<file path="config.mk">
export PLATFORM = sky130hd
export DESIGN_NAME = fes_host
export DESIGN_NICKNAME = d
export VERILOG_FILES = /design/src/rtl/fes_pkg.sv /design/src/rtl/fes_cyc.sv /design/src/rtl/fes_host.sv /design/src/rtl/fes_timer.sv
export SDC_FILE = /design/constraint.sdc
export NUM_CORES = 1
export LEC_CHECK = 0
export BUFFER_PORTS_ARGS = -buffer_cell sky130_fd_sc_hd__buf_2
export CAP_MARGIN = 10
export CORE_ASPECT_RATIO = 0.7
export CORE_MARGIN = 8
export CORE_UTILIZATION = 46
export CTS_CLUSTER_SIZE = 25
export DETAILED_ROUTE_END_ITERATION = 12
export PLACE_DENSITY_LB_ADDON = 0.2
export SYNTH_ARGS = -nofsm -noshare
export SYNTH_HDL_FRONTEND = slang
export SYNTH_SLANG_ARGS = --single-unit
export TNS_END_PERCENT = 100
</file>
<file path="constraint.sdc">
create_clock -name clk_sys -period 4.85 [get_ports clk_sys]
set_input_delay 0.2425 -clock clk_sys [delete_from_list [all_inputs] [get_ports clk_sys]]
set_output_delay 0.2425 -clock clk_sys [all_outputs]
set_load 0.005 [all_outputs]
</file>
<file path="src/rtl/fes_pkg.sv">
package fes_pkg;

  // ==========================================================
  // flash pin widths and fields
  localparam int ADDR_W = 22;
  localparam int DATA_W = 16;
  localparam int SA_LSB = 15;
  localparam int DQ3_POS = 3;
  localparam int DQ6_POS = 6;

  // ==========================================================
  // command cycle patterns
  localparam logic [21:0] UNL_A1 = 22'h000555;
  localparam logic [21:0] UNL_A2 = 22'h0002aa;
  localparam logic [15:0] D_UNL1 = 16'h00aa;
  localparam logic [15:0] D_UNL2 = 16'h0055;
  localparam logic [15:0] D_SETUP = 16'h0080;
  localparam logic [15:0] D_CHIP = 16'h0010;
  localparam logic [15:0] D_SECT = 16'h0030;
  localparam logic [15:0] D_SUSP = 16'h00b0;
  localparam logic [15:0] D_RES = 16'h0030;
  localparam logic [15:0] D_ARST = 16'h00f0;

  // ==========================================================
  // register map of the controller
  localparam logic [7:0] REG_CMD = 8'h00;
  localparam logic [7:0] REG_ADDR = 8'h04;
  localparam logic [7:0] REG_RDATA = 8'h08;
  localparam logic [7:0] REG_STAT = 8'h0c;
  localparam int ST_BUSY = 3;
  localparam int ST_ERR = 4;
  localparam int ST_DQ3 = 5;
  localparam int ST_TOG = 6;
  localparam int ST_PSUSP = 7;

  // ==========================================================
  // commands, modes, states
  typedef enum logic [3:0] {
    C_NONE = 4'h0, C_CHIP = 4'h1, C_SECT = 4'h2, C_ADD = 4'h3,
    C_ESUSP = 4'h4, C_ERES = 4'h5, C_PSUSP = 4'h6, C_PRES = 4'h7,
    C_READ = 4'h8, C_POLL = 4'h9, C_HWRST = 4'ha, C_ARST = 4'hb
  } fes_cmd_type;

  typedef enum logic [2:0] {
    M_READY = 3'b000, M_WINDOW = 3'b001, M_ERASE = 3'b011,
    M_ESUSP = 3'b010, M_CHIP = 3'b110
  } fes_mode_type;

  typedef enum logic [2:0] {
    S_IDLE = 3'b000, S_ISSUE = 3'b001, S_BUSY = 3'b011,
    S_SETTLE = 3'b010, S_RST = 3'b110
  } fes_state_type;

  // ==========================================================
  // timing
  localparam int CLK_MHZ = 250;
  localparam int T_WP_NS = 35;
  localparam int T_WPH_NS = 20;
  localparam int T_ACC_NS = 90;
  localparam int T_RP_NS = 500;
  localparam int T_WIN_US = 50;
  localparam int T_SUSP_US = 20;
  localparam int WP_CYC = (T_WP_NS * CLK_MHZ + 999) / 1000;
  localparam int WPH_CYC = (T_WPH_NS * CLK_MHZ + 999) / 1000;
  localparam int ACC_CYC = (T_ACC_NS * CLK_MHZ + 999) / 1000;
  localparam int RP_CYC = (T_RP_NS * CLK_MHZ + 999) / 1000;
  localparam int WIN_CYC_DEF = T_WIN_US * CLK_MHZ;
  localparam int SUSP_CYC_DEF = T_SUSP_US * CLK_MHZ;
  localparam int WIN_MARGIN = 64;
  localparam int TMR_W = 14;

endpackage

</file>
<file path="src/rtl/fes_cyc.sv">
`timescale 1ns/100ps
`default_nettype none
module fes_cyc (
  // clock and reset
  input  wire logic                       clk_sys,
  input  wire logic                       rst_b,
  // request
  input  wire logic                       start,
  input  wire logic                       wr,
  input  wire logic [fes_pkg::ADDR_W-1:0] addr,
  input  wire logic [fes_pkg::DATA_W-1:0] wdata,
  output logic                            done,
  output logic                            we_rise,
  output logic      [fes_pkg::DATA_W-1:0] rdata,
  // flash pins
  output logic      [fes_pkg::ADDR_W-1:0] fl_addr,
  input  wire logic [fes_pkg::DATA_W-1:0] fl_dq_i,
  output logic      [fes_pkg::DATA_W-1:0] fl_dq_o,
  output logic                            fl_dq_oe,
  output logic                            fl_ce_b,
  output logic                            fl_oe_b,
  output logic                            fl_we_b
);
  import fes_pkg::*;

  typedef enum logic [1:0] {
    CY_IDLE = 2'b00, CY_SETUP = 2'b01, CY_ACT = 2'b11, CY_HOLD = 2'b10
  } fes_cy_type;

  fes_cy_type cy_q;
  logic [7:0] cnt_q;
  logic       wr_q;

  // ==========================================================
  // one bus cycle: setup, strobe low, strobe high recovery
  always_ff @(posedge clk_sys or negedge rst_b) begin
    if (!rst_b) begin
      cy_q <= CY_IDLE;
      cnt_q <= 8'h00;
      wr_q <= 1'b0;
      done <= 1'b0;
      we_rise <= 1'b0;
      rdata <= '0;
      fl_addr <= '0;
      fl_dq_o <= '0;
      fl_dq_oe <= 1'b0;
      fl_ce_b <= 1'b1;
      fl_oe_b <= 1'b1;
      fl_we_b <= 1'b1;
    end else begin
      done <= 1'b0;
      we_rise <= 1'b0;
      unique case (cy_q)
        CY_IDLE: if (start) begin
          fl_addr <= addr;
          fl_dq_o <= wdata;
          fl_dq_oe <= wr;
          fl_ce_b <= 1'b0;
          wr_q <= wr;
          cy_q <= CY_SETUP;
        end
        CY_SETUP: begin
          fl_we_b <= !wr_q;
          fl_oe_b <= wr_q;
          cnt_q <= wr_q ? 8'(WP_CYC - 1) : 8'(ACC_CYC - 1);
          cy_q <= CY_ACT;
        end
        CY_ACT: if (cnt_q == 8'h00) begin
          // data latches in the flash on this rising edge
          fl_we_b <= 1'b1;
          fl_oe_b <= 1'b1;
          we_rise <= wr_q;
          if (!wr_q) rdata <= fl_dq_i;
          cnt_q <= 8'(WPH_CYC - 1);
          cy_q <= CY_HOLD;
        end else begin
          cnt_q <= cnt_q - 8'h01;
        end
        CY_HOLD: if (cnt_q == 8'h00) begin
          fl_ce_b <= 1'b1;
          fl_dq_oe <= 1'b0;
          done <= 1'b1;
          cy_q <= CY_IDLE;
        end else begin
          cnt_q <= cnt_q - 8'h01;
        end
      endcase
    end
  end
endmodule // fes_cyc
`default_nettype wire

</file>
<file path="src/rtl/fes_host.sv">
// Decided for this implementation: the address map and the address-and-strobe port.
`timescale 1ns/100ps
`default_nettype none
// Behaviour
// - program resume at any address; extra resumes ignored; suspend again later.
// - whole-array erase is six writes: unlock, setup, unlock, erase code.
// - whole-array erase ignores commands; hardware reset aborts, then reissue.
// - sector erase is six writes ending with sector address and code.
// - 50 us window for extra sector pairs, each within 50 us.
// - running sector erase takes only erase suspend; hardware reset aborts.
// - erase resume continues; extra resumes ignored; suspend again later.
module fes_host #(
  parameter int WIN_CYC = fes_pkg::WIN_CYC_DEF,
  parameter int SUSP_CYC = fes_pkg::SUSP_CYC_DEF
) (
  // clock and reset
  input  wire logic                       clk_sys,
  input  wire logic                       rst_b,
  // register port
  input  wire logic [7:0]                 reg_addr,
  input  wire logic [31:0]                reg_wdata,
  input  wire logic                       reg_wr,
  input  wire logic                       reg_rd,
  output logic      [31:0]                reg_rdata,
  // flash pins
  output logic      [fes_pkg::ADDR_W-1:0] fl_addr,
  input  wire logic [fes_pkg::DATA_W-1:0] fl_dq_i,
  output logic      [fes_pkg::DATA_W-1:0] fl_dq_o,
  output logic                            fl_dq_oe,
  output logic                            fl_ce_b,
  output logic                            fl_oe_b,
  output logic                            fl_we_b,
  output logic                            fl_reset_b
);
  import fes_pkg::*;

  fes_state_type state_q;
  fes_mode_type  mode_q;
  logic [3:0]        kind_q;
  logic [2:0]        step_q;
  logic [ADDR_W-1:0] addr_q;
  logic [DATA_W-1:0] rd_q;
  logic              err_q, dq3_q, tog_q, psusp_q, first6_q;

  // ==========================================================
  // sequence tables
  function automatic logic [2:0] seq_last(input logic [3:0] k);
    seq_last = (k == C_CHIP || k == C_SECT) ? 3'd5 :
               (k == C_POLL) ? 3'd1 : 3'd0;
  endfunction

  function automatic logic [37:0] seq_word(input logic [3:0] k,
      input logic [2:0] s, input logic [ADDR_W-1:0] a);
    logic [ADDR_W-1:0] sa;
    sa = {a[ADDR_W-1:SA_LSB], {SA_LSB{1'b0}}};
    seq_word = {a, 16'h0000};
    if (k == C_CHIP || k == C_SECT) begin
      unique case (s)
        3'd0, 3'd3: seq_word = {UNL_A1, D_UNL1};
        3'd1, 3'd4: seq_word = {UNL_A2, D_UNL2};
        3'd2: seq_word = {UNL_A1, D_SETUP};
        default: seq_word = (k == C_CHIP) ? {UNL_A1, D_CHIP} : {sa, D_SECT};
      endcase
    end else if (k == C_ADD) begin
      seq_word = {sa, D_SECT};
    end else if (k == C_ESUSP || k == C_PSUSP) begin
      seq_word = {a, D_SUSP};
    end else if (k == C_ERES || k == C_PRES) begin
      seq_word = {a, D_RES};
    end else if (k == C_ARST) begin
      seq_word = {a, D_ARST};
    end
  endfunction

  // ==========================================================
  // timers
  logic              win_start, win_stop, win_run, win_done;
  logic [TMR_W-1:0]  win_cnt;
  logic              st_start, st_done;
  logic [TMR_W-1:0]  st_load;
  logic              cyc_start, cyc_done, cyc_rise;
  logic [DATA_W-1:0] cyc_rdata;

  fes_timer u_win (
    .clk_sys(clk_sys), .rst_b(rst_b), .start(win_start), .stop(win_stop),
    .load(TMR_W'(WIN_CYC)), .cnt_q(win_cnt), .run_q(win_run),
    .done_q(win_done)
  );

  fes_timer u_settle (
    .clk_sys(clk_sys), .rst_b(rst_b), .start(st_start), .stop(1'b0),
    .load(st_load), .cnt_q(), .run_q(), .done_q(st_done)
  );

  // ==========================================================
  // command acceptance
  wire [3:0] cmd = reg_wdata[3:0];
  wire cmd_wr = reg_wr && reg_addr == REG_CMD;
  wire win_ok = win_run && win_cnt > TMR_W'(WIN_MARGIN);
  wire in_win = mode_q == M_WINDOW;
  wire erasing = mode_q == M_ERASE;
  wire ready = mode_q == M_READY;
  wire esusp = mode_q == M_ESUSP;
  // no further sector adds once the window is gone or erase runs
  wire ok_chip = (cmd == C_CHIP || cmd == C_SECT) && ready && !psusp_q;
  wire ok_add = cmd == C_ADD && in_win && win_ok;
  wire ok_esusp = cmd == C_ESUSP && (in_win || erasing);
  wire ok_eres = cmd == C_ERES && esusp && !psusp_q;
  wire ok_psusp = cmd == C_PSUSP && !psusp_q && (ready || esusp);
  wire ok_pres = cmd == C_PRES && psusp_q;
  wire ok_rd = cmd == C_READ || cmd == C_POLL || cmd == C_HWRST;
  wire ok_arst = cmd == C_ARST && (ready || esusp);
  wire cmd_ok = ok_chip || ok_add || ok_esusp || ok_eres || ok_psusp ||
                ok_pres || ok_rd || ok_arst;
  wire acc = cmd_wr && state_q == S_IDLE && cmd_ok;
  wire refuse = cmd_wr && !acc;

  wire is_rd = kind_q == C_READ || kind_q == C_POLL;
  wire [37:0] word = seq_word(kind_q, step_q, addr_q);
  wire fin = state_q == S_BUSY && cyc_done && step_q == seq_last(kind_q);
  wire need_settle = fin && (kind_q == C_PSUSP ||
                     (kind_q == C_ESUSP && erasing));
  wire poll_tog = cyc_rdata[DQ6_POS] != first6_q;

  assign cyc_start = state_q == S_ISSUE;
  assign win_start = cyc_rise && step_q == seq_last(kind_q) &&
                     (kind_q == C_SECT || kind_q == C_ADD);
  assign win_stop = fin && kind_q == C_ESUSP;
  assign st_start = need_settle || (acc && cmd == C_HWRST);
  assign st_load = need_settle ? TMR_W'(SUSP_CYC) : TMR_W'(RP_CYC);

  fes_cyc u_cyc (
    .clk_sys(clk_sys), .rst_b(rst_b), .start(cyc_start), .wr(!is_rd),
    .addr(word[37:16]), .wdata(word[15:0]), .done(cyc_done),
    .we_rise(cyc_rise), .rdata(cyc_rdata), .fl_addr(fl_addr),
    .fl_dq_i(fl_dq_i), .fl_dq_o(fl_dq_o), .fl_dq_oe(fl_dq_oe),
    .fl_ce_b(fl_ce_b), .fl_oe_b(fl_oe_b), .fl_we_b(fl_we_b)
  );

  // ==========================================================
  // sequencer
  always_ff @(posedge clk_sys or negedge rst_b) begin
    if (!rst_b) begin
      state_q <= S_IDLE;
      kind_q <= C_NONE;
      step_q <= 3'd0;
      fl_reset_b <= 1'b1;
    end else begin
      unique case (state_q)
        S_IDLE: if (acc) begin
          kind_q <= cmd;
          step_q <= 3'd0;
          fl_reset_b <= cmd != C_HWRST;
          state_q <= (cmd == C_HWRST) ? S_RST : S_ISSUE;
        end
        S_ISSUE: state_q <= S_BUSY;
        S_BUSY: if (fin) begin
          state_q <= need_settle ? S_SETTLE : S_IDLE;
        end else if (cyc_done) begin
          step_q <= step_q + 3'd1;
          state_q <= S_ISSUE;
        end
        S_SETTLE: if (st_done) state_q <= S_IDLE;
        S_RST: if (st_done) begin
          fl_reset_b <= 1'b1;
          state_q <= S_IDLE;
        end
        default: state_q <= S_IDLE;
      endcase
    end
  end

  // ==========================================================
  // host view of the flash mode
  always_ff @(posedge clk_sys or negedge rst_b) begin
    if (!rst_b) begin
      mode_q <= M_READY;
      psusp_q <= 1'b0;
    end else if (state_q == S_RST) begin
      mode_q <= M_READY;
      psusp_q <= 1'b0;
    end else if (fin) begin
      unique case (kind_q)
        C_CHIP: mode_q <= M_CHIP;
        C_SECT, C_ADD: mode_q <= M_WINDOW;
        C_ESUSP: mode_q <= M_ESUSP;
        C_ERES: mode_q <= M_ERASE;
        C_PSUSP: psusp_q <= 1'b1;
        C_PRES: psusp_q <= 1'b0;
        C_POLL: if (!poll_tog && (erasing || mode_q == M_CHIP)) begin
          mode_q <= M_READY;
        end else if (in_win && cyc_rdata[DQ3_POS]) begin
          mode_q <= M_ERASE;
        end
        default: mode_q <= mode_q;
      endcase
    end else if (win_done && in_win) begin
      mode_q <= M_ERASE;
    end
  end

  // ==========================================================
  // read data, poll status, error flag
  wire stat_wr = reg_wr && reg_addr == REG_STAT;
  always_ff @(posedge clk_sys or negedge rst_b) begin
    if (!rst_b) begin
      rd_q <= '0;
      first6_q <= 1'b0;
      dq3_q <= 1'b0;
      tog_q <= 1'b0;
      err_q <= 1'b0;
      addr_q <= '0;
    end else begin
      if (reg_wr && reg_addr == REG_ADDR) addr_q <= reg_wdata[ADDR_W-1:0];
      if (state_q == S_BUSY && cyc_done && is_rd) begin
        rd_q <= cyc_rdata;
        dq3_q <= cyc_rdata[DQ3_POS];
        if (step_q == 3'd0) first6_q <= cyc_rdata[DQ6_POS];
        if (kind_q == C_POLL && step_q == 3'd1) tog_q <= poll_tog;
      end
      // a refusal in the clearing cycle still sets the flag
      if (refuse) err_q <= 1'b1;
      else if (stat_wr && reg_wdata[ST_ERR]) err_q <= 1'b0;
    end
  end

  wire [31:0] stat_word = {24'h000000, psusp_q, tog_q, dq3_q, err_q,
                           state_q != S_IDLE, mode_q};
  wire [31:0] rd_mux = (reg_addr == REG_ADDR) ? {10'h000, addr_q} :
                       (reg_addr == REG_RDATA) ? {16'h0000, rd_q} :
                       (reg_addr == REG_STAT) ? stat_word : 32'h00000000;

  always_ff @(posedge clk_sys or negedge rst_b) begin
    if (!rst_b) reg_rdata <= 32'h00000000;
    else reg_rdata <= reg_rd ? rd_mux : 32'h00000000;
  end
endmodule // fes_host
`default_nettype wire

</file>
<file path="src/rtl/fes_timer.sv">
`timescale 1ns/100ps
`default_nettype none
module fes_timer (
  // clock and reset
  input  wire logic                      clk_sys,
  input  wire logic                      rst_b,
  // control
  input  wire logic                      start,
  input  wire logic                      stop,
  input  wire logic [fes_pkg::TMR_W-1:0] load,
  // state
  output logic      [fes_pkg::TMR_W-1:0] cnt_q,
  output logic                           run_q,
  output logic                           done_q
);
  import fes_pkg::*;

  // ==========================================================
  // down counter, start wins over stop
  always_ff @(posedge clk_sys or negedge rst_b) begin
    if (!rst_b) begin
      cnt_q  <= '0;
      run_q  <= 1'b0;
      done_q <= 1'b0;
    end else begin
      done_q <= run_q && cnt_q == TMR_W'(1) && !start && !stop;
      if (start) begin
        cnt_q <= load;
        run_q <= 1'b1;
      end else if (stop || (run_q && cnt_q == TMR_W'(1))) begin
        cnt_q <= '0;
        run_q <= 1'b0;
      end else if (run_q) begin
        cnt_q <= cnt_q - TMR_W'(1);
      end
    end
  end
endmodule // fes_timer
`default_nettype wire

</file>
==> metrics.cfg, run 1 <==
[yosys]
synth_edf_count=0
netlist_area_um2=8218
synth.most_common_cell=dfrtp_1
synthTopCellsByCount=167 x dfrtp_1, 97 x nor2_1, 56 x nand2_1, 50 x mux2_2, 43 x a21oi_1
async_flop_share_pct=100.0
synth-seq-cells=171
synth_area_leader_cell=dfrtp_1
synth_warnings=0
synth.yosys.seq_area_share_pct=52.13
avgSynthCellArea_um2=10.42
synthFlopType=dfrtp_1
synthDistinctLibCells=72
synth_area_leaders=dfrtp_1 51%, mux2_2 6.9%, nor2_1 4.4%
netlist_instances=789
synth_top_area_share_pct=50.85

[route]
firstDrtPassIters=5
drc_errors=0
wl_um=20050
routedWlPerCell_um=17.79
dr.first_iter.drc_count=441
vias=6104
detail_route.vias_per_cell=5.416
ant_nets=0

[place]
dp.cells=1094
dp_hpwl_um=14390
port_buffers=106
placed_area_um2=8825
place.gp.congestion=0.8166

[setup_path]
critPathMaxFanout=18
worstSetupEndpointType=flop
path_class=reg2reg
worst-endpoint-required_ns=5.16
critPathLaunchType=flop
arrival_ns=3.33
reg2reg_slack_ns=1.83

[final_layout]
final_nets=948
fin_area_um2=9430
drive_gt1_share_pct=24.47
synthToLayoutAreaGrowth_pct=14.75
final_cells=1127
antennaDiodeCount=0

[min_path]
hp-class=in2reg

[sta]
fin_skew_ns=0.02036
post-route-min-period_ns=3.021
clock.fmax_mhz=331.0
setup_tns_ns=0
finalSetupViolCount=0
finalCritPeriodShare_pct=62.28
timing.final.hold_violations=0
drv_slew=0
max_slew.worst_pin.slew_ns=1.117
maxSlewHeadroom_pct=25.01
rsz0062_at_grt=false

[global_routing]
antenna_found_initial=0
grt_pass1_wl_um=32480
grt_usage_pct=18.12
grt_pass1_vias=5946
grt_overflow=0
grt_max_degree=77

[status]
status=finished clean

[cts]
cts_sinks=171
cts_setup_buffers=0
postCtsHoldBufs=1
cts-root-buf=clkbuf_16
htreeDepth=4
ctsResizeCount=0
cts_buffers=17
path_clk_slew_ns=0.08
cts_tree=yes
cts_max_path_buffers=2
clk_latency_ns=0.44

[power]
p_leak_nw=4.668
power_density_nw_per_um2=407.1
combPwrFrac_pct=16.4
p_switching_w=0.001163
power_frac_clock_pct=35.3
power_switching_share_pct=30.28
p_seq_share_pct=48.3
intPower_w=0.002677
ir_worst_vdd_uv=262.0

[die]
dieArea_um2=22470
core_um2=17750
initial_core_util_pct=46.30
ios=135
rows=41
die_x_um=175.8
die_h_um=127.8

[run]
cap_violations=0

## kinds of logic (layout without fill, tap and decap cells)
group / count (synthesis) / in the layout / share of synthesized area, %
adder cells (fa/ha/maj): 10 / 10 / 1.523
flip-flops: 171 / 171 / 52.13
XOR/XNOR: 23 / 23 / 2.451
AO/OA/AOI/OAI: 151 / 151 / 11.69
other: 1 / 18 / 0.04563
AND/OR/NAND/NOR: 280 / 280 / 16.95
multiplexers: 72 / 72 / 10.14
buffers and inverters: 81 / 166 / 5.070
## cell type report
| type | count | area [um2] |
|---|---|---|
| Fill cell | 1642 | 8319 |
| Sequential cell | 171 | 4284 |
| Multi-Input combinational cell | 554 | 3581 |
| Timing Repair Buffer | 114 | 599.3 |
| Clock buffer | 17 | 425.4 |
| Tap cell | 236 | 295.3 |
| Clock inverter | 15 | 170.2 |
| Inverter | 20 | 75.07 |
## path summary, 6_finish.rpt
kind,startpoint,to,cells past startpoint
setup / recovery,kind_q[0],mode_q[0],5
hold / removal,fl_dq_i[10],u_cyc.rdata[10],2
setup reg to reg,kind_q[0],mode_q[0],5
hold reg to reg,u_cyc.fl_addr[14],u_cyc.fl_addr[14],2
max in group asynchronous,rst_b,u_cyc.fl_dq_o[3],3
min in group asynchronous,rst_b,u_cyc.cy_q[1],2
## registers in the layout, summed over array words and instances, names as in the netlist, 2 cells and up
| signal | count |
|---|---|
| u_cyc.fl_addr | 22 |
| addr_q | 22 |
| u_settle.cnt_q | 14 |
| u_cyc.fl_dq_o | 6 |
| reg_rdata | 22 |
| step_q | 3 |
| rd_q | 16 |
| u_cyc.cy_q | 2 |
| u_cyc.rdata | 16 |
| u_cyc.cnt_q | 8 |
| u_win.cnt_q | 14 |
| mode_q | 3 |
| kind_q | 4 |
| state_q | 3 |
## cell usage in the layout (no fill, tap or decap), types with 4 or more instances in the layout
cell,instances
a31oi_1,4
mux2i_1,12
ha_1,10
xor2_1,10
o211ai_1,5
nand2b_1,9
dfstp_2,4
inv_8,7
o22ai_1,5
a21o_1,9
or3_1,5
buf_4,7
nand3_1,24
nor2_1,97
nor3_1,24
mux2_2,50
a22o_1,7
inv_1,19
a211oi_1,6
mux2_4,10
o21ai_0,35
nor4_1,6
dfrtp_1,167
conb_1,18
nand2_1,56
and2_1,6
clkbuf_16,17
or4_1,4
nor2b_1,8
xnor2_1,13
and3_1,12
buf_2,105
nor3b_1,7
a21oi_1,43
a22oi_1,11
## power by group through the flow
stage | clock network [W] | registers [W] | logic [W]
global placement | 0 | 0.00187 | 0.000628
finish | 0.00135 | 0.00185 | 0.000631
CTS | 0.00138 | 0.00185 | 0.000642
detailed placement | 0 | 0.00188 | 0.000640
global route | 0.00144 | 0.00189 | 0.000707
floorplan | 0 | 0.00180 | 0.000459
## worst max-delay path, stage by stage (launching register included)
cell	delay (ns)
dfrtp_1	0.60
nor3b_1	0.26
or4_1	0.45
a22oi_1	0.80
mux2i_1	0.41
mux2_2	0.39
## stage by stage
step / total power (W) / hold slack (ns) / utilization, % / setup WS (ns)
after CTS: 0.003872 / 0.01542 / 53.13 / 1.874
after detailed placement: 0.002517 / 0.3168 / 49.72 / 1.867
after global routing: 0.004034 / 0.01033 / 53.13 / 1.654
after floorplan: 0.002263 / -0.05309 / - / 2.387
final: 0.003839 / 0.02615 / 53.13 / 1.829
after global placement: 0.002499 / 0.3193 / 49.72 / 1.925
## metal layers
metal	global-route usage, %	part of all wire, %	vias up
met5	0	0	-
met4	4.225	0.63	0
met3	4.208	5.2	14
met2	25.27	43	150
met1	27.66	52	3023
li1	-	-	2917
No activity file was read; power rests on OpenSTA's default activity.
==> inputs of run 2 (changes only) <==
--- a/config.mk
+++ b/config.mk
@@ -5,6 +5,7 @@
 export SDC_FILE = /design/constraint.sdc
 export NUM_CORES = 1
 export LEC_CHECK = 0
+export ABC_AREA = 1
 export BUFFER_PORTS_ARGS = -buffer_cell sky130_fd_sc_hd__buf_2
 export CAP_MARGIN = 10
 export CORE_ASPECT_RATIO = 0.7
==> constraint.sdc (replaced) <==
create_clock -name clk_sys -period 2.7 [get_ports clk_sys]
set_input_delay 0.135 -clock clk_sys [delete_from_list [all_inputs] [get_ports clk_sys]]
set_output_delay 0.135 -clock clk_sys [all_outputs]
set_load 0.005 [all_outputs]
==> run 2 against run 1 <==
Flip-flop and latch count stayed put. Critical path depth is 5 higher. Combinational power is 66% lower. Core utilization is 3.1 points higher. Count of clock-buffer cells in the layout is 3 higher. Fmax is 39% higher. Via count is 16% higher. Non-clock buffer count is 39 higher. Sequential power is 41% higher. Total power is 36% higher. Area after synthesis is 4.0% higher. Critical endpoint is now u_settle.cnt_q[13]. Largest power group unchanged.
==> metrics.cfg, run 2 <==
[power]
power_density_nw_per_um2=514.3  ; was 407.1 nW/um2
ir_worst_vdd_uv=415.6  ; was 262.0 uV
p_leak_nw=5.454  ; was 4.668 nW
power_w=0.005238  ; was 0.003839 W

[yosys]
synth_area_leaders=dfrtp_1 49%, nand2_1 10%, inv_1 4.7%  ; was dfrtp_1 51%, mux2_2 6.9%, nor2_1 4.4%
synth_edf_count=0  ; unchanged
netlist_instances=1004  ; was 789
synth.yosys.seq_area_share_pct=50.10  ; was 52.13%
netlist_area_um2=8551  ; was 8218 um2
async_flop_share_pct=100.0  ; unchanged
synth.most_common_cell=nand2_1  ; was dfrtp_1
synthDistinctLibCells=53  ; was 72
synthTopCellsByCount=232 x nand2_1, 167 x dfrtp_1, 107 x inv_1, 103 x nor2_1, 76 x nand3_1  ; was 167 x dfrtp_1, 97 x nor2_1, 56 x nand2_1, 50 x mux2_2, 43 x a21oi_1
synth_warnings=0  ; unchanged
synth_top_area_share_pct=48.87  ; was 50.85%
synth_area_leader_cell=dfrtp_1  ; unchanged
synthFlopType=dfrtp_1  ; unchanged
avgSynthCellArea_um2=8.517  ; was 10.42 um2
synth-seq-cells=171  ; unchanged

[route]
detail_route.vias_per_cell=5.065  ; was 5.416
ant_nets=0  ; unchanged
firstDrtPassIters=5  ; unchanged
vias=7076  ; was 6104
wl_um=21580  ; was 20050 um
dr.first_iter.drc_count=618  ; was 441
drc_errors=0  ; unchanged
routedWlPerCell_um=15.45  ; was 17.79 um

[final_layout]
final_common_cell=nand2_1  ; was dfrtp_1
final_nets=1218  ; was 948
drive_gt1_share_pct=17.74  ; was 24.47%
n_fill_cell=1661  ; was 1642
layout_common_cells=232 x nand2_1, 167 x dfrtp_1, 107 x inv_1  ; was 167 x dfrtp_1, 105 x buf_2, 97 x nor2_1
top_regs=addr_q: 22 flops, reg_rdata: 22 flops, u_cyc.fl_addr: 22 flops  ; unchanged
regArea_um2=4284  ; unchanged
fin_area_um2=10190  ; was 9430 um2
multi_input_area_um2=3608  ; was 3581 um2
antennaDiodeCount=0  ; unchanged
synthToLayoutAreaGrowth_pct=19.12  ; was 14.75%

[die]
ios=135  ; unchanged
dieArea_um2=23280  ; was 22470 um2
initial_core_util_pct=47.22  ; was 46.30%
die_h_um=130.1  ; was 127.8 um
die_x_um=179.0  ; was 175.8 um
core_um2=18110  ; was 17750 um2
rows=41  ; unchanged

[sta]
maxSlewHeadroom_pct=54.88  ; was 25.01%
drv_slew=0  ; unchanged
max_slew.worst_pin.slew_ns=0.6752  ; was 1.117 ns
finalSetupViolCount=0  ; unchanged
rsz0062_at_grt=false  ; unchanged
post-route-min-period_ns=2.179  ; was 3.021 ns
finalCritPeriodShare_pct=80.71  ; was 62.28%
fin_skew_ns=0.01039  ; was 0.02036 ns
clock.fmax_mhz=458.9  ; was 331.0 MHz
timing.final.hold_violations=0  ; unchanged
setup_tns_ns=0  ; unchanged

[global_routing]
antenna_found_initial=0  ; unchanged
grt_usage_pct=19.29  ; was 18.12%
grt_pass1_wl_um=35850  ; was 32480 um
grt_max_degree=66  ; was 77
grt_overflow=0  ; unchanged
grt_pass1_vias=6823  ; was 5946

[cts]
cts_setup_buffers=0  ; unchanged
cts_tree=yes  ; unchanged
postCtsHoldBufs=35  ; was 1
path_clk_slew_ns=0.07  ; was 0.08 ns
ctsResizeCount=0  ; unchanged
cts-root-buf=clkbuf_16  ; unchanged
clk_latency_ns=0.43  ; was 0.44 ns
cts_sinks=171  ; unchanged
cts_buffers=17  ; unchanged
cts_max_path_buffers=2  ; unchanged
htreeDepth=4  ; unchanged

[status]
status=finished clean  ; unchanged

[setup_path]
path_class=reg2reg  ; unchanged
worstSetupEndpointType=flop  ; unchanged
critPathMaxFanout=20  ; was 18
worst-endpoint-required_ns=3.01  ; was 5.16 ns
critPathLaunchType=flop  ; unchanged
crit_slowest_cell=nand4_2  ; was a22oi_1
crit_chain=nor2_1 -> nand2_1 -> inv_2 -> nand2_1 -> nand2_2 -> nand2_2 -> nand2_4 -> nand4_2 -> nand3_1 -> nor2_1  ; was nor3b_1 -> or4_1 -> a22oi_1 -> mux2i_1 -> mux2_2
arrival_ns=2.49  ; was 3.33 ns
critPathMaxStageDelay_ns=0.44  ; was 0.80 ns

[run]
cap_violations=0  ; unchanged

[place]
place.gp.congestion=0.9089  ; was 0.8166
dp_hpwl_um=15730  ; was 14390 um
port_buffers=106  ; unchanged
placed_area_um2=9263  ; was 8825 um2

[min_path]
hp-class=in2reg  ; unchanged

## run 2: cell count changes after synthesis, moves of 18 or more
| cell | change |
|---|---|
| clkbuf_1 | -18 |
| inv_1 | +88 |
| mux2_2 | -37 |
| nand2_1 | +176 |
| nand3_1 | +52 |
| nand4_1 | +28 |
| o21ai_0 | +19 |
## run 2: report_power, final
group          leakage (nW)  internal [W]  switching (W)
combinational          2.93     0.0000956       0.000121
clock                 0.280       0.00132        0.00108
sequential             2.25       0.00259      0.0000228
## run 2: stage by stage
| stage | std cells | utilization, % | hold slack (ns) | worst slack (ns) |
|---|---|---|---|---|
| finish | 1397 | 56.25 | 0.08402 | 0.5208 |
| global route | 1397 | 56.25 | 0.09694 | 0.2358 |
| CTS | 1397 | 56.25 | 0.06436 | 0.5111 |
| detailed placement | 1330 | 51.15 | 0.1715 | 0.5316 |
| global placement | 1330 | 51.15 | 0.1644 | 0.5819 |
| floorplan | 1021 | - | -0.1606 | 0.9604 |
## run 2: kinds of logic after synthesis
| family | count (synthesis) | share of synthesized area, % |
|---|---|---|
| flip-flops | 171 | 50.10 |
| AO/OA/AOI/OAI | 129 | 8.604 |
| multiplexers | 21 | 3.117 |
| AND/OR/NAND/NOR | 485 | 25.56 |
| buffers and inverters | 161 | 8.443 |
| other | 1 | 0.04386 |
| adder cells (fa/ha/maj) | 10 | 1.463 |
| XOR/XNOR | 26 | 2.663 |
## run 2: routing by layer
layer  GRT usage, %  share of wire (%)
met5              0                  0
met3          3.925                7.8
met2          26.07                 39
met4          5.187                1.0
met1          30.30                 52
## run 2: layout make-up
class | instances | area share [%]
Clock inverter | 12 | 1.241
Clock buffer | 20 | 4.385
Sequential cell | 171 | 42.06
Tap cell | 236 | 2.899
Multi-Input combinational cell | 689 | 35.43
Inverter | 116 | 4.275
Timing Repair Buffer | 153 | 9.716
## run 2: worst max-delay path, delay by kind of cell, from the launching register on
kind          cells  cell delay, ns
simple gates      9            1.52
buf+inv           1            0.10
flops             1            0.43
## run 2: path summary, 6_finish.rpt
check,start,end,slack [ns],cells past startpoint
max in group asynchronous,rst_b,fl_reset_b,1.66,3
max,kind_q[2],u_settle.cnt_q[13],0.52,10
min,reg_wdata[0],addr_q[0],0.08,3
min reg2reg,u_cyc.wr_q,u_cyc.fl_we_b,0.47,1
max reg2reg,kind_q[2],u_settle.cnt_q[13],0.52,10
min in group asynchronous,rst_b,u_cyc.rdata[12],0.27,2
==> inputs of run 3 (changes only) <==
==> constraint.sdc (replaced) <==
create_clock -name clk_sys -period 1.8 [get_ports clk_sys]
set_input_delay 0.09 -clock clk_sys [delete_from_list [all_inputs] [get_ports clk_sys]]
set_output_delay 0.09 -clock clk_sys [all_outputs]
set_load 0.005 [all_outputs]
==> run 3 against run 2 <==
The flow now finishes with violations (setup timing). Die area is the same. Worst hold slack lost 0.042 ns. Fmax grew 20%. Via count grew 7.5%. Clock power grew 48%. First-iteration DRC count grew 12%. Sequential power grew 50%. Global-route usage grew 0.42 points. Flip-flop and latch count is the same. Clock skew is essentially flat.
==> metrics.cfg, run 3 (synthesized netlist as in run 2, its figures left out) <==
[route]
detail_route.vias_per_cell=5.081  ; was 5.065
dr.first_iter.drc_count=694  ; was 618
vias=7606  ; was 7076
wl_um=23450  ; was 21580 um
ant_nets=0  ; unchanged
firstDrtPassIters=5  ; unchanged
drc_errors=0  ; unchanged
routedWlPerCell_um=15.66  ; was 15.45 um

[sta]
max_slew.worst_pin.slew_ns=0.5056  ; was 0.6752 ns
finalSetupViolCount=9  ; was 0
drv_slew=0  ; unchanged
rsz0062_at_grt=true  ; was false
clock.fmax_mhz=548.5  ; was 458.9 MHz
maxSlewHeadroom_pct=66.29  ; was 54.88%
finalCritPeriodShare_pct=101.3  ; was 80.71%
fin_ws_ns=-0.02310  ; was 0.5208 ns
timing.final.hold_violations=0  ; unchanged
post-route-min-period_ns=1.823  ; was 2.179 ns
fin_skew_ns=0.01088  ; was 0.01039 ns

[final_layout]
layout_common_cells=219 x nand2_1, 165 x dfrtp_1, 105 x buf_2  ; was 232 x nand2_1, 167 x dfrtp_1, 107 x inv_1
drive_gt1_share_pct=29.26  ; was 17.74%
top_regs=addr_q: 22 flops, reg_rdata: 22 flops, u_cyc.fl_addr: 22 flops  ; unchanged
final_common_cell=nand2_1  ; unchanged
antennaDiodeCount=0  ; unchanged
final_nets=1319  ; was 1218
final_cells=1497  ; was 1397
synthToLayoutAreaGrowth_pct=34.04  ; was 19.12%

[setup_path]
worstSetupEndpointType=flop  ; unchanged
crit_path_end=u_cyc.fl_addr[6]  ; was u_settle.cnt_q[13]
arrival_ns=2.19  ; was 2.49 ns
critPathMaxFanout=6  ; was 20
r2r_cells=8  ; was 10
path_class=reg2reg  ; unchanged
critPathLaunchType=flop  ; unchanged
reg2reg_from=step_q[1]  ; was kind_q[2]
reg2reg_slack_ns=-0.02  ; was 0.52 ns
worst-endpoint-required_ns=2.17  ; was 3.01 ns
crit_start=step_q[1]  ; was kind_q[2]
crit-reg2reg-capture=u_cyc.fl_addr[6]  ; was u_settle.cnt_q[13]

[global_routing]
antenna_found_initial=0  ; unchanged
grt_usage_pct=19.72  ; was 19.29%
grt_overflow=0  ; unchanged
grt_pass1_wl_um=36180  ; was 35850 um
grt_pass1_vias=7013  ; was 6823
grt_max_degree=53  ; was 66

[die]
dieArea_um2=23280  ; unchanged
initial_core_util_pct=47.22  ; unchanged
ios=135  ; unchanged
die_x_um=179.0  ; unchanged
die_h_um=130.1  ; unchanged
rows=41  ; unchanged
core_um2=18110  ; unchanged

[cts]
cts-root-buf=clkbuf_16  ; unchanged
cts_max_path_buffers=2  ; unchanged
clk_latency_ns=0.43  ; about the same
cts_tree=yes  ; unchanged
cts_sinks=171  ; unchanged
path_clk_slew_ns=0.07  ; about the same
htreeDepth=4  ; unchanged
cts_buffers=17  ; unchanged

[power]
p_leak_nw=6.065  ; was 5.454 nW
ir_worst_vdd_uv=596.7  ; was 415.6 uV
power_density_nw_per_um2=683.9  ; was 514.3 nW/um2
power_w=0.007838  ; was 0.005238 W

[place]
dp_hpwl_um=16790  ; was 15730 um
port_buffers=106  ; unchanged
place.gp.congestion=0.8740  ; was 0.9089
dp.cells=1408  ; was 1330

[status]
status=finished, violations left  ; was finished clean
violations=setup timing

[run]
cap_violations=0  ; unchanged

[min_path]
hp-class=in2reg  ; unchanged

-- run 3: timing repair --
action	4_1_cts	5_1_grt
buffers inserted	1	17
setup endpoints to repair	14	79
cloned	1	4
endpoints found under the hold margin	81	0
pin swaps	1	20
resized for setup	11	89
hold buffers	35	0
-- run 3: worst min path at each step --
stage | depth (start not counted) | endpoint | from | slack, ns
2_1_floorplan | 0 | addr_q[0] | rst_b | -0.21
3_3_place_gp | 1 | u_cyc.rdata[12] | rst_b | 0.08
3_5_place_dp | 1 | u_cyc.rdata[12] | rst_b | 0.07
4_1_cts | 3 | err_q | reg_wr | 0.03
5_1_grt | 3 | addr_q[0] | reg_wdata[0] | 0.04
6_report | 3 | kind_q[1] | reg_wdata[1] | 0.04
-- run 3: metrics by stage --
step | instance area [um2] | utilization (%) | worst slack (ns) | hold WS (ns) | setup TNS (ns)
after floorplan | 8615 | - | 0.06039 | -0.2056 | 0
after global routing | 11460 | 63.29 | -0.1215 | 0.04386 | -3.187
after CTS | 10920 | 60.30 | -0.01504 | 0.03323 | -0.02582
after detailed placement | 9936 | 54.87 | -0.03275 | 0.07474 | -0.2002
after global placement | 9936 | 54.87 | 0.03091 | 0.08110 | 0
final | 11460 | 63.29 | -0.02310 | 0.04242 | -0.09747
-- run 3: critical path, stage by stage, from the launching register on --
cell and delay [ns]:
dfrtp_1 0.43, ha_2 0.21, ha_2 0.16, o21bai_4 0.16, a21o_1 0.21, nor2_4 0.17
nand2_2 0.17, nand3_1 0.13, o21a_1 0.12
-- run 3: routing by layer --
metal	wire length, um	vias up	track usage [%]
li1	-	3743	-
met1	11630	3580	30.62
met2	9810	263	27.51
met3	1810	20	4.214
met4	192	0	4.023
met5	0	-	0
-- run 3: final cells by class --
class | count | area (um2)
inverters | 116 | 440.4
multi-input cells | 690 | 3920
clock buffers | 18 | 429.2
fillers | 1492 | 6648
well taps | 236 | 295.3
flip-flops and latches | 171 | 4287
clock inverters | 13 | 135.1
repair buffers | 253 | 1954
-- run 3: where the power goes --
part	internal (W)	total [W]	leakage, nW	switching, W
clock	0.00194	0.00357	0.281	0.00163
combinational	0.000156	0.000346	3.54	0.000190
sequential	0.00389	0.00392	2.24	0.0000345
total	0.00598	0.00784	6.07	0.00185
